File: src/rtl/plc_pkg.sv
package plc_pkg;

  // ******************************************************************
  // Register map and field layout.
  // ******************************************************************
  localparam logic [11:0] PLC_LINK_CONTROL_OFFSET = 12'h0b0;
  localparam int PLC_REG_WIDTH = 16;
  localparam logic [15:0] PLC_LINK_CONTROL_RESET = 16'h0000;

  localparam int PLC_BIT_CLOCK_PM_ENABLE = 8;
  localparam int PLC_BIT_EXTENDED_SYNC = 7;
  localparam int PLC_BIT_COMMON_CLOCK_CONFIG = 6;
  localparam int PLC_BIT_RETRAIN_LINK = 5;
  localparam int PLC_BIT_LINK_DISABLE = 4;
  localparam int PLC_BIT_READ_COMPLETION_BOUNDARY = 3;
  localparam int PLC_BIT_FAR_END_LOOPBACK = 2;
  localparam int PLC_ASPM_MSB = 1;
  localparam int PLC_ASPM_LSB = 0;

  localparam logic PLC_RCB_64_BYTE = 1'b0;
  localparam logic [2:0] PLC_LAT_WIDTH_ZERO = 3'h0;

  // ******************************************************************
  // Active state power management encodings.
  // ******************************************************************
  typedef enum logic [1:0] {
    PLC_ASPM_DISABLED = 2'b00,
    PLC_ASPM_L0S = 2'b01,
    PLC_ASPM_RESERVED = 2'b10,
    PLC_ASPM_L0S_L1 = 2'b11
  } plc_aspm_t;

  // ******************************************************************
  // Register access request and control outputs.
  // ******************************************************************
  typedef struct packed {
    logic rd;
    logic wr;
    logic [11:0] addr;
    logic [1:0] be;
    logic [15:0] wdata;
  } plc_cfg_req_t;

  typedef struct packed {
    logic clock_pm_enable;
    logic extended_sync;
    logic common_clock_config;
    logic retrain_req;
    logic link_disable;
    logic far_end_loopback;
    logic l0s_allowed;
    logic l1_allowed;
  } plc_ctrl_t;

endpackage

File: src/rtl/plc_aspm_decode.sv
`timescale 1ns/1ps
module plc_aspm_decode
  import plc_pkg::*;
(
  input wire logic [1:0] aspm_i,
  output logic l0s_allowed_o,
  output logic l1_allowed_o
);

  always_comb begin
    l0s_allowed_o = 1'b0;
    l1_allowed_o = 1'b0;
    case (aspm_i)
      PLC_ASPM_DISABLED: begin
        l0s_allowed_o = 1'b0;
      end
      PLC_ASPM_L0S: begin
        l0s_allowed_o = 1'b1;
      end
      PLC_ASPM_L0S_L1: begin
        l0s_allowed_o = 1'b1;
        l1_allowed_o = 1'b1;
      end
      default: begin
        l0s_allowed_o = 1'b0;
      end
    endcase
  end

endmodule

File: src/rtl/plc_link_control.sv
`timescale 1ns/1ps
// Function
// - Whole register resets to zero.
// - Clock request held low while clock power management enable is zero.
// - With enable set, port may power manage link clock via clock request.
// - Without clock PM capability, the enable bit is hardwired zero.
// - Extended sync bit is read-write and selects extra ordered sets.
// - Common clock bit selects reported L0s exit latency and FTS count.
// - Retrain link bit always reads zero.
// - Writing one to retrain starts retraining and self-clears.
// - Link disable reads back last written value immediately.
// - While link disable is one, training goes to Disabled via Recovery.
// - A zero-to-one link disable transition triggers automatic retraining.
// - Read completion boundary bit is read-only zero, 64 bytes.
// - ASPM field enables L0s, or L0s and L1; 10 is reserved.
module plc_link_control
  import plc_pkg::*;
#(
  parameter bit CLOCK_PM_CAPABLE = 1'b1,
  parameter int NFTS_WIDTH = 8,
  parameter logic [2:0] L0S_LAT_COMMON = 3'h4,
  parameter logic [2:0] L0S_LAT_SEPARATE = 3'h4,
  parameter logic [7:0] NFTS_COMMON = 8'h10,
  parameter logic [7:0] NFTS_SEPARATE = 8'h10
) (
  input wire logic clk_i,
  input wire logic arst_n_i,
  input wire plc_cfg_req_t cfg_req_i,
  output logic [15:0] cfg_rdata_o,
  output logic cfg_ack_o,
  input wire logic clk_pm_wants_clkreq_i,
  output logic clkreq_o,
  output plc_ctrl_t ctrl_o,
  output logic [2:0] l0s_exit_latency_o,
  output logic [NFTS_WIDTH-1:0] nfts_o
);

  // ******************************************************************
  // Storage.
  // ******************************************************************
  logic clock_pm_enable;
  logic extended_sync;
  logic common_clock_config;
  logic link_disable;
  logic far_end_loopback;
  logic [1:0] aspm;
  logic retrain_req;
  logic hit;
  logic wr_lo;
  logic wr_hi;
  logic l0s_allowed;
  logic l1_allowed;
  logic [15:0] reg_value;
  logic [15:0] field_value;
  logic wr_hit;
  logic rd_hit;
  logic [1:0] lane_wr;
  logic retrain_write;
  logic link_disable_rise;
  logic [2:0] next_l0s_exit_latency;
  logic [NFTS_WIDTH-1:0] next_nfts;

  // ******************************************************************
  // Bits that hold state or a fixed value; all others read as zero.
  // ******************************************************************
  localparam logic [15:0] READ_MASK = 16'(
    (1 << PLC_BIT_CLOCK_PM_ENABLE) |
    (1 << PLC_BIT_EXTENDED_SYNC) |
    (1 << PLC_BIT_COMMON_CLOCK_CONFIG) |
    (1 << PLC_BIT_LINK_DISABLE) |
    (1 << PLC_BIT_READ_COMPLETION_BOUNDARY) |
    (1 << PLC_BIT_FAR_END_LOOPBACK) |
    (1 << PLC_ASPM_MSB) |
    (1 << PLC_ASPM_LSB));

  // ******************************************************************
  // Register access decode, one write strobe per byte lane.
  // ******************************************************************
  assign hit = (cfg_req_i.addr == PLC_LINK_CONTROL_OFFSET);
  assign wr_hit = cfg_req_i.wr & hit;
  assign rd_hit = cfg_req_i.rd & hit;

  for (genvar lane = 0; lane < $bits(lane_wr); lane++) begin : g_lane_wr
    assign lane_wr[lane] = wr_hit & cfg_req_i.be[lane];
  end

  assign wr_lo = lane_wr[0];
  assign wr_hi = lane_wr[1];

  // ******************************************************************
  // Low byte read-write fields.
  // ******************************************************************
  always_ff @(posedge clk_i or negedge arst_n_i) begin
    if (!arst_n_i) begin
      extended_sync <= PLC_LINK_CONTROL_RESET[PLC_BIT_EXTENDED_SYNC];
      common_clock_config <= PLC_LINK_CONTROL_RESET[PLC_BIT_COMMON_CLOCK_CONFIG];
      link_disable <= PLC_LINK_CONTROL_RESET[PLC_BIT_LINK_DISABLE];
      far_end_loopback <= PLC_LINK_CONTROL_RESET[PLC_BIT_FAR_END_LOOPBACK];
      aspm <= PLC_LINK_CONTROL_RESET[PLC_ASPM_MSB:PLC_ASPM_LSB];
    end else if (wr_lo) begin
      extended_sync <= cfg_req_i.wdata[PLC_BIT_EXTENDED_SYNC];
      common_clock_config <= cfg_req_i.wdata[PLC_BIT_COMMON_CLOCK_CONFIG];
      link_disable <= cfg_req_i.wdata[PLC_BIT_LINK_DISABLE];
      far_end_loopback <= cfg_req_i.wdata[PLC_BIT_FAR_END_LOOPBACK];
      aspm <= cfg_req_i.wdata[PLC_ASPM_MSB:PLC_ASPM_LSB];
    end
  end

  // ******************************************************************
  // Clock power management enable in the high byte.
  // ******************************************************************
  if (CLOCK_PM_CAPABLE) begin : g_cpm_stored
    always_ff @(posedge clk_i or negedge arst_n_i) begin
      if (!arst_n_i) begin
        clock_pm_enable <= PLC_LINK_CONTROL_RESET[PLC_BIT_CLOCK_PM_ENABLE];
      end else if (wr_hi) begin
        clock_pm_enable <= cfg_req_i.wdata[PLC_BIT_CLOCK_PM_ENABLE];
      end
    end
  end else begin : g_cpm_fixed
    assign clock_pm_enable = 1'b0;
  end

  // ******************************************************************
  // Retrain pulse from a retrain write or a rising link disable write.
  // ******************************************************************
  assign retrain_write = wr_lo & cfg_req_i.wdata[PLC_BIT_RETRAIN_LINK];
  assign link_disable_rise = wr_lo & ~link_disable &
    cfg_req_i.wdata[PLC_BIT_LINK_DISABLE];

  always_ff @(posedge clk_i or negedge arst_n_i) begin
    if (!arst_n_i) begin
      retrain_req <= 1'b0;
    end else begin
      retrain_req <= retrain_write | link_disable_rise;
    end
  end

  // ******************************************************************
  // Read path.
  // ******************************************************************
  always_comb begin
    field_value = '0;
    field_value[PLC_BIT_CLOCK_PM_ENABLE] = clock_pm_enable;
    field_value[PLC_BIT_EXTENDED_SYNC] = extended_sync;
    field_value[PLC_BIT_COMMON_CLOCK_CONFIG] = common_clock_config;
    field_value[PLC_BIT_RETRAIN_LINK] = 1'b0;
    field_value[PLC_BIT_LINK_DISABLE] = link_disable;
    field_value[PLC_BIT_READ_COMPLETION_BOUNDARY] = PLC_RCB_64_BYTE;
    field_value[PLC_BIT_FAR_END_LOOPBACK] = far_end_loopback;
    field_value[PLC_ASPM_MSB:PLC_ASPM_LSB] = aspm;
  end

  for (genvar b = 0; b < PLC_REG_WIDTH; b++) begin : g_read_bit
    assign reg_value[b] = READ_MASK[b] & field_value[b];
  end

  always_ff @(posedge clk_i or negedge arst_n_i) begin
    if (!arst_n_i) begin
      cfg_rdata_o <= 16'h0000;
      cfg_ack_o <= 1'b0;
    end else begin
      cfg_ack_o <= rd_hit | wr_hit;
      if (rd_hit) begin
        cfg_rdata_o <= reg_value;
      end else begin
        cfg_rdata_o <= 16'h0000;
      end
    end
  end

  // ******************************************************************
  // Link power management decode.
  // ******************************************************************
  plc_aspm_decode u_aspm (
    .aspm_i(aspm),
    .l0s_allowed_o(l0s_allowed),
    .l1_allowed_o(l1_allowed)
  );

  // ******************************************************************
  // Outputs to the training state machine and clock request pin.
  // ******************************************************************
  always_ff @(posedge clk_i or negedge arst_n_i) begin
    if (!arst_n_i) begin
      clkreq_o <= 1'b0;
    end else begin
      clkreq_o <= clock_pm_enable & clk_pm_wants_clkreq_i;
    end
  end

  always_comb begin
    if (common_clock_config) begin
      next_l0s_exit_latency = L0S_LAT_COMMON;
      next_nfts = NFTS_WIDTH'(NFTS_COMMON);
    end else begin
      next_l0s_exit_latency = L0S_LAT_SEPARATE;
      next_nfts = NFTS_WIDTH'(NFTS_SEPARATE);
    end
  end

  always_ff @(posedge clk_i or negedge arst_n_i) begin
    if (!arst_n_i) begin
      l0s_exit_latency_o <= PLC_LAT_WIDTH_ZERO;
      nfts_o <= '0;
    end else begin
      l0s_exit_latency_o <= next_l0s_exit_latency;
      nfts_o <= next_nfts;
    end
  end

  always_comb begin
    ctrl_o.clock_pm_enable = clock_pm_enable;
    ctrl_o.extended_sync = extended_sync;
    ctrl_o.common_clock_config = common_clock_config;
    ctrl_o.retrain_req = retrain_req;
    ctrl_o.link_disable = link_disable;
    ctrl_o.far_end_loopback = far_end_loopback;
    ctrl_o.l0s_allowed = l0s_allowed;
    ctrl_o.l1_allowed = l1_allowed;
  end

endmodule

File: config.mk
export PLATFORM = sky130hd
export DESIGN_NAME = plc_link_control
export DESIGN_NICKNAME = d
export VERILOG_FILES = /design/src/rtl/plc_pkg.sv /design/src/rtl/plc_aspm_decode.sv /design/src/rtl/plc_link_control.sv
export SDC_FILE = /design/constraint.sdc
export NUM_CORES = 1
export LEC_CHECK = 0
export ABC_CLOCK_PERIOD_IN_PS = 1700
export BUFFER_PORTS_ARGS = -buffer_cell sky130_fd_sc_hd__buf_2
export CELL_PAD_IN_SITES_DETAIL_PLACEMENT = 0
export CELL_PAD_IN_SITES_GLOBAL_PLACEMENT = 2
export CORE_MARGIN = 1
export CORE_UTILIZATION = 22
export CTS_CLUSTER_SIZE = 20
export DETAILED_ROUTE_END_ITERATION = 8
export PLACE_DENSITY = 0.82
export SYNTH_ARGS = -nofsm -noshare
export SYNTH_HDL_FRONTEND = slang
export SYNTH_SLANG_ARGS = --single-unit
File: constraint.sdc
create_clock -name clk_i -period 1.7 [get_ports clk_i]
set_clock_uncertainty 0.05 [all_clocks]
set_input_delay 0 -clock clk_i [delete_from_list [all_inputs] [get_ports clk_i]]
set_output_delay 0 -clock clk_i [all_outputs]
set_load 0.005 [all_outputs]
======== Word level (Yosys, flattened, before mapping) ========
Index checks and enable logic that the tools add are counted.
storage, ports and cells
  register bits after elaboration ......... 20
  input port bits ......................... 35
  output and inout port bits .............. 37
  word-level logic and storage cells ...... 29
operators by class
  equal/unequal tests ..................... 3
  muxes and demuxes ....................... 3
  bitwise logic cells ..................... 11
  reduce and logical (&&, ||, !) cells .... 1
operators by type and width
  kind                 count
  $eq 12x8->1 const B  1
  $mux 9               1
  $and 1x1->1          8
  $eq 2x1->1 const B   1
  $eq 2x2->1 const B   1
  $mux 1               2
  $or 1x1->1           2
  $reduce_or 2->1      1
  $not 1->1            1

======== Depth between registers and ports, before layout ========
Gate-level depths: netlist of run 1.
  word-level depth ........................ 6
  mapped depth ............................ 3
  mapped depth without buffers ............ 3

======== Cells and area by module ========
Synthesis of run 1 repeated with hierarchy kept, for this count alone.
second synthesis, totals
  cells, all modules ...................... 77
  area, all modules ....................... 892.1 um^2
by module, submodules not included
  module            times used  cells an instance  area an instance (um^2)  sequential area each (um^2)
  plc_link_control  1           75                 882.1                    450.4
  plc_aspm_decode   1           2                  10.0                     0.0

======== Worst setup path before layout of run 1 ========
No wires, ideal clock.
  path type ............................... in2reg
  start point ............................. input port cfg_req_i[28] (netlist name)
  end point ............................... register aspm[0]
  data arrival time ....................... 1.443 ns
  data required time ...................... 1.525 ns
  setup slack ............................. 0.083 ns
  stages .................................. 3
  path through ............................ or4_1 -> nor4_4 -> mux2_2
between the ends
  cells in the longest elaborated chain, start to end .. 3
RTL lines
  element               line                     text
  from (decl)           plc_link_control.sv:28   input wire plc_cfg_req_t cfg_req_i,
  $eq 12x8->1           plc_link_control.sv:79   assign hit = (cfg_req_i.addr == PLC_LINK_CONTROL_OFFSET);
  $and 1x1->1           plc_link_control.sv:80   assign wr_hit = cfg_req_i.wr & hit;
  $and 1x1->1           plc_link_control.sv:84   assign lane_wr[lane] = wr_hit & cfg_req_i.be[lane];
  to (signal assigned)  plc_link_control.sv:99   aspm <= PLC_LINK_CONTROL_RESET[PLC_ASPM_MSB:PLC_ASPM_LSB];
  to (signal assigned)  plc_link_control.sv:105  aspm <= cfg_req_i.wdata[PLC_ASPM_MSB:PLC_ASPM_LSB];
  to (decl)             plc_link_control.sv:46   logic [1:0] aspm;
Every way passes these cells.
A chain may end at the register's enable or synchronous reset.

======== Worst setup path after layout of run 1 ========
  start point ............................. input port cfg_req_i[28] (netlist name)
  end point ............................... register clock_pm_enable
between the ends
  cells in the longest elaborated chain, start to end .. 3
RTL lines
  element               line                     text
  $eq 12x8->1           plc_link_control.sv:79
  $and 1x1->1           plc_link_control.sv:80
  $and 1x1->1           plc_link_control.sv:84
  to (signal assigned)  plc_link_control.sv:115  clock_pm_enable <= PLC_LINK_CONTROL_RESET[PLC_BIT_CLOCK_PM_ENABLE];
  to (signal assigned)  plc_link_control.sv:117  clock_pm_enable <= cfg_req_i.wdata[PLC_BIT_CLOCK_PM_ENABLE];
  to (decl)             plc_link_control.sv:41   logic clock_pm_enable;
Every way passes these cells.

==> results.json, run 1 <==
{
  "fin_crit_ns": 1.47,
  "port_buffers": 45,
  "p_leak_uw": 0.000702,
  "die_w_um": 65.7,
  "layout_setup_ws_ns": 0.228,
  "cts-htree-levels": 1,
  "max_freq_ghz": 0.679,
  "holdBufCountCts": 12,
  "critical_path_class": "input port to register",
  "track_usage_pct": 7.78,
  "dieArea_um2": 4310,
  "synthXorXnorAreaFrac_pct": 0,
  "clk-insertion-delay-late_ns": 0.24,
  "routed_wl_um": 1620,
  "fp-row-count": 22,
  "ys_seq_area_share_pct": 50.5,
  "die_y_um": 65.7,
  "critical_path.top_delay_family": "simple AND/OR/NAND/NOR gates",
  "gp_congestion": 0.665,
  "cts_root_buf": "clkbuf_8",
  "ys_seq_elements": 18,
  "grt_pass1_wl_um": 2520,
  "dpl_worst_slack_ns": -0.0415,
  "ctsResizeCount": 0,
  "area_growth_pct": 37.4,
  "min_to": "cfg_ack_o$_DFF_PN0_",
  "firstDrtPassIters": 2,
  "antenna_left": 0,
  "total_power_uw": 787,
  "antenna_cells": 0,
  "clk_path_buf_depth": 2,
  "netlist_instances": 77,
  "holdPathStages": 3,
  "maxSlewViolCount": 0,
  "timing.final.crit_share_pct": 86.6,
  "drtIter0Drc": 38,
  "grt-ovfl-total": 0,
  "synth_mux_area_share_pct": 8.84,
  "ys_types": 15,
  "clkSinkCount": 18,
  "slowest_delay_ns": 0.59,
  "detail_route.wl_per_cell_um": 9.10,
  "yosys.area_share.simple_pct": 15.4,
  "fin_nets": 167,
  "nFillCells": 411,
  "grt_max_degree": 19,
  "crit_path_top_delay_cell": "or4_1",
  "cts_tree": "yes",
  "r2r_slack_ns": 0.86,
  "hold_start": "cfg_req_i[24]",
  "critPathMaxFanout": 3,
  "dpl_cell_area_um2": 1060,
  "synth_top_family_by_area": "buffers and inverters",
  "instances_no_fill": 178,
  "layout-drive-gt1-share_pct": 46.2,
  "cp_cell_sequence": "buf_2 -> or4_1 -> buf_4 -> nor4_1 -> mux2_2",
  "path_clk_slew_ns": 0.06,
  "startpoint_type": "input port",
  "hold_class": "input port to register",
  "start_util_pct": 23.7,
  "r2r_end": "link_disable$_DFFE_PN0N_",
  "synth_warnings": 0,
  "grt_pass1_vias": 601,
  "drv_cap": 0,
  "vdd_drop_max_v": 0.000205,
  "status": "complete, no violations",
  "drc": 0,
  "antenna_found_initial": 0,
  "dp.cells": 163,
  "cp.arrival_ns": 1.55,
  "synthAdderAreaFrac_pct": 0,
  "coreArea_um2": 3770,
  "io_pins": 72,
  "numCtsBuffers": 3,
  "reg2reg_depth": 1,
  "hold_viol_final": 0,
  "vias": 649,
  "critPathBufInv": 2,
  "cts_setup_buffers": 0,
  "end_kind": "register",
  "power.density_nw_per_um2": 642,
  "dpl.hpwl_um": 1280,
  "synth-compound-area-share_pct": 0.842,
  "worstPathRequired_ns": 1.78,
  "viasPerCell": 3.65,
  "setup_viol_count_final": 0,
  "reg2reg_from": "link_disable$_DFFE_PN0N_",
  "synth.cell_area_um2": 892,
  "finalInstanceArea_um2": 1230,
  "rsz0062_at_grt": "false",
  "avgSynthCellArea_um2": 11.6
}
state kept, by name (all words and copies together), names as in the netlist:
register,count
clkreq_o,1
far_end_loopback,1
cfg_ack_o,1
common_clock_config,1
cfg_rdata_o,7
retrain_req,1
aspm,2
link_disable,1
clock_pm_enable,1
extended_sync,1
nfts_o,1
power by group:
part	total [uW]	leakage (uW)	switching (uW)	internal, uW
Sequential	431	0.000249	0.738	430
Clock	276	0.0000216	119	157
Combinational	80.8	0.000431	35.6	45.2
tightest hold or removal path: stages:
cell and delay [ns]:
buf_2 0.08, nand4b_1 0.20, nor4_1 0.08
kinds of logic after synthesis:
| group | count (synthesis) |
|---|---|
| AND/OR/NAND/NOR | 20 |
| AO/OA/AOI/OAI | 1 |
| other | 2 |
| flip-flops | 18 |
| multiplexers | 7 |
| buffers and inverters | 29 |
layout make-up:
type	instances	area, um^2	area share [%]
clock buffers	3	41.3	3.37
multi-input cells	47	295	24.1
repair buffers	61	375	30.6
inverters	1	3.75	0.306
flip-flops and latches	18	450	36.7
well taps	48	60.1	4.90
Yosys cell counts:
library cell / number / area [um^2]
conb_1: 2 / 7.51
clkbuf_1: 1 / 3.75
buf_4: 27 / 203
nand2_1: 2 / 7.51
or4_1: 2 / 15.0
dfrtp_1: 18 / 450
o21a_1: 1 / 7.51
nor4_1: 3 / 18.8
nand4b_1: 1 / 8.76
and2_1: 9 / 56.3
nor2_1: 1 / 3.75
nor2b_1: 1 / 6.26
nor4_4: 1 / 21.3
mux2_2: 7 / 78.8
inv_1: 1 / 3.75
routing by layer:
| metal | wire (um) | up-vias | part of all wire, % | track usage, % |
|---|---|---|---|---|
| met5 | 0 | - | 0 | 0 |
| met4 | 14 | 0 | 0.86 | 3.26 |
| met3 | 167 | 2 | 10 | 2.08 |
| met2 | 798 | 42 | 49 | 14.2 |
| met1 | 639 | 295 | 39 | 8.32 |
| li1 | - | 310 | - | - |
stage by stage:
stage	hold slack, ns	setup TNS (ns)	util (%)
2_1_floorplan	-0.346	0	-
3_3_place_gp	-0.114	-0.0283	28.2
3_5_place_dp	-0.105	-0.0529	28.2
4_1_cts	0.105	0	32.5
5_1_grt	0.115	0	32.5
6_report	0.104	0	32.5
cell usage in the layout (no fill, tap or decap), types with 2 or more instances in the layout:
| cell type | n |
|---|---|
| and2_1 | 9 |
| buf_2 | 45 |
| buf_4 | 4 |
| clkbuf_8 | 3 |
| conb_1 | 19 |
| dfrtp_1 | 18 |
| dlygate4sd3_1 | 12 |
| mux2_2 | 7 |
| nand2_1 | 2 |
| nor4_1 | 3 |
| or4_1 | 2 |
worst max-delay path by stage:
| stage | endpoint | cells past startpoint | slack [ns] | start |
|---|---|---|---|---|
| global placement | clock_pm_enable$_DFFE_PN0P_ | 5 | -0.03 | cfg_req_i[28] |
| detailed placement | clock_pm_enable$_DFFE_PN0P_ | 5 | -0.04 | cfg_req_i[27] |
| floorplan | aspm[0]$_DFFE_PN0N_ | 3 | 0.08 | cfg_req_i[28] |
| global route | clock_pm_enable$_DFFE_PN0P_ | 5 | 0.14 | cfg_req_i[27] |
| CTS | clock_pm_enable$_DFFE_PN0P_ | 5 | 0.22 | cfg_req_i[27] |
| finish | clock_pm_enable$_DFFE_PN0P_ | 5 | 0.23 | cfg_req_i[28] |
Power figures use the tool's default switching activity.
==> run 2, diff against run 1 <==
- ABC_AREA: default -> 1
==> run 2 against run 1 <==
- the flow now finishes with violations (design-rule violations)
- core utilization is 2.1 points lower
- sequential cell count is the same
- sequential share of layout area fell by 3.6 points
- critical path depth unchanged
- count of clock-buffer cells in the layout stayed put
- routed wire length is 24% higher
- cell count increased by 29%
- combinational power up 21%
- maximum frequency increased by 9.5%
- die area up 18%
- power rose by 2.7%
- critical path type unchanged
==> results.json, run 2 <==
{
  "grt-ovfl-total": 0,
  "io_pins": 72,
  "fin_nets": 214,
  "total_power_uw": 808,
  "hold_viol_final": 0,
  "start_util_pct": 23.6,
  "synth_mux_area_share_pct": 0,
  "startpoint_type": "input port",
  "clk_path_buf_depth": 2,
  "yosys.area_share.simple_pct": 29.0,
  "synthArstFlopShare_pct": 100,
  "yosysMostFrequentCell": "nand2_1",
  "top_regs": "cfg_rdata_o: 7 flops, aspm: 2 flops",
  "viasPerCell": 3.67,
  "holdPathStages": 3,
  "port_buffers": 45,
  "worstPathRequired_ns": 1.78,
  "antenna_left": 0,
  "antenna_cells": 0,
  "crit_path_top_delay_cell": "dlygate4sd3_1",
  "timing.final.crit_share_pct": 79.1,
  "vias": 840,
  "reg2reg_depth": 4,
  "critPathMaxFanout": 2,
  "yosys.area.top_type_share_pct": 42.7,
  "layout-drive-gt1-share_pct": 33.9,
  "reg2reg_from": "link_disable$_DFFE_PN0N_",
  "failed_checks": "design-rule violations",
  "coreArea_um2": 4470,
  "p_leak_uw": 0.000806,
  "grt_pass1_wl_um": 3340,
  "cp-startpoint": "cfg_req_i[4]",
  "ys_seq_area_share_pct": 42.7,
  "detail_route.wl_per_cell_um": 8.77,
  "max_freq_ghz": 0.744,
  "antenna_found_initial": 0,
  "rsz0062_at_grt": "false",
  "cts_setup_buffers": 0,
  "fin_crit_ns": 1.34,
  "slowest_delay_ns": 0.57,
  "synth_edf_count": 0,
  "drtIter0Drc": 49,
  "netlist_instances": 129,
  "grt_pass1_vias": 777,
  "synth.cell_area_um2": 1060,
  "critical_path_class": "input port to register",
  "cp_cell_sequence": "dlygate4sd3_1 -> buf_2 -> a21oi_1 -> dlygate4sd3_1 -> nor2_1",
  "power.density_nw_per_um2": 594,
  "setup_viol_count_final": 0,
  "synth_commonest_cells": "nand2_1 (28), buf_4 (27), inv_1 (20)",
  "area_growth_pct": 28.8,
  "r2r_slack_ns": 0.36,
  "fin_setup_tns_ns": 0,
  "drc": 3,
  "clk-insertion-delay-late_ns": 0.24,
  "r2r_end": "retrain_req$_DFF_PN0_",
  "synth_warnings": 0,
  "numCtsBuffers": 3,
  "top_register": "cfg_rdata_o",
  "cts-htree-levels": 1,
  "path_clk_slew_ns": 0.06,
  "synth_top_family_by_area": "simple AND/OR/NAND/NOR gates",
  "maxSlewViolCount": 0,
  "dieArea_um2": 5080,
  "die_y_um": 71.3,
  "mostFrequentLayoutCell": "buf_2",
  "cp.arrival_ns": 1.42,
  "fp-row-count": 24,
  "ys.flop_type": "dfrtp_1",
  "routed_wl_um": 2010,
  "synth_area_leader_cell": "dfrtp_1",
  "gp_congestion": 0.703,
  "critical_path.top_delay_family": "buffers and inverters",
  "status": "finished with violations",
  "firstDrtPassIters": 7,
  "cp_common_cell": "dlygate4sd3_1",
  "largest_register_ffs": 7,
  "end_kind": "register",
  "track_usage_pct": 8.27,
  "die_w_um": 71.3,
  "cts_root_buf": "clkbuf_8",
  "min_to": "cfg_rdata_o[8]$_DFF_PN0_",
  "drv_cap": 0,
  "ys_types": 15,
  "dpl.hpwl_um": 1580,
  "vdd_drop_max_v": 0.000181,
  "hold_class": "input port to register",
  "hold_start": "cfg_req_i[31]",
  "ys_seq_elements": 18,
  "synthAdderAreaFrac_pct": 0,
  "final_cell_mix": "buf_2 (45), nand2_1 (28), inv_1 (20)",
  "synthXorXnorAreaFrac_pct": 0,
  "avgSynthCellArea_um2": 8.19,
  "critPathBufInv": 3,
  "clkSinkCount": 18,
  "ys_top_cells_by_area": "dfrtp_1 (43%), buf_4 (19%), nand2_1 (10%)",
  "synth-compound-area-share_pct": 0.474,
  "cts_tree": "yes",
  "grt_max_degree": 19
}
## run 2: layout make-up
type	instances	area (um^2)
clock buffer	3	41.3
sequential	18	450
inverter	20	75.1
timing repair buffer	57	345
tap	52	65.1
fill	491	3110
multi-input combinational	79	383
## run 2: kinds of logic after synthesis
family | count (synthesis)
compound gates | 1
buf+inv | 49
flops | 18
other cells | 2
simple gates | 59
## run 2: repair_timing
action                                 in CTS  in global routing
endpoints found under the hold margin      27                  0
resized for setup                           0                  0
hold buffers                               12                  0
## run 2: layer usage
metal | vias to the layer above | routed length, um | global-route usage, %
li1 | 434 | - | -
met1 | 361 | 879 | 10.1
met2 | 45 | 944 | 14.5
met3 | 0 | 184 | 1.41
met4 | 0 | 0 | 3.33
met5 | - | 0 | 0
## run 2: worst min-delay path, cell delays in order
cell	delay [ns]
buf_2	0.13
nand2_8	0.11
nor2_4	0.03
## run 2: per-stage QoR
stage          instance area [um^2]  utilization [%]  hold WS [ns]  std cells  setup slack, ns
2_1_floorplan                  1120                -        -0.346        146            0.958
3_3_place_gp                   1200             26.8        -0.104        214            0.635
3_5_place_dp                   1200             26.8       -0.0987        214            0.577
4_1_cts                        1360             30.4        0.0112        229            0.400
5_1_grt                        1360             30.4        0.0226        229            0.260
6_report                       1360             30.4        0.0155        229            0.355
## run 2: worst max path at each step
stage,endpoint,cells past startpoint,slack [ns]
after floorplan,aspm[0]$_DFFE_PN0N_,7,0.96
after CTS,retrain_req$_DFF_PN0_,4,0.40
after detailed placement,far_end_loopback$_DFFE_PN0N_,7,0.58
final,retrain_req$_DFF_PN0_,5,0.36
after global routing,retrain_req$_DFF_PN0_,4,0.26
after global placement,aspm[1]$_DFFE_PN0N_,7,0.64
## run 2: power breakdown
| part | switching [uW] | internal [uW] |
|---|---|---|
| clock network | 123 | 157 |
| logic | 52.0 | 46.0 |
| registers | 0.810 | 430 |
| total | 175 | 633 |
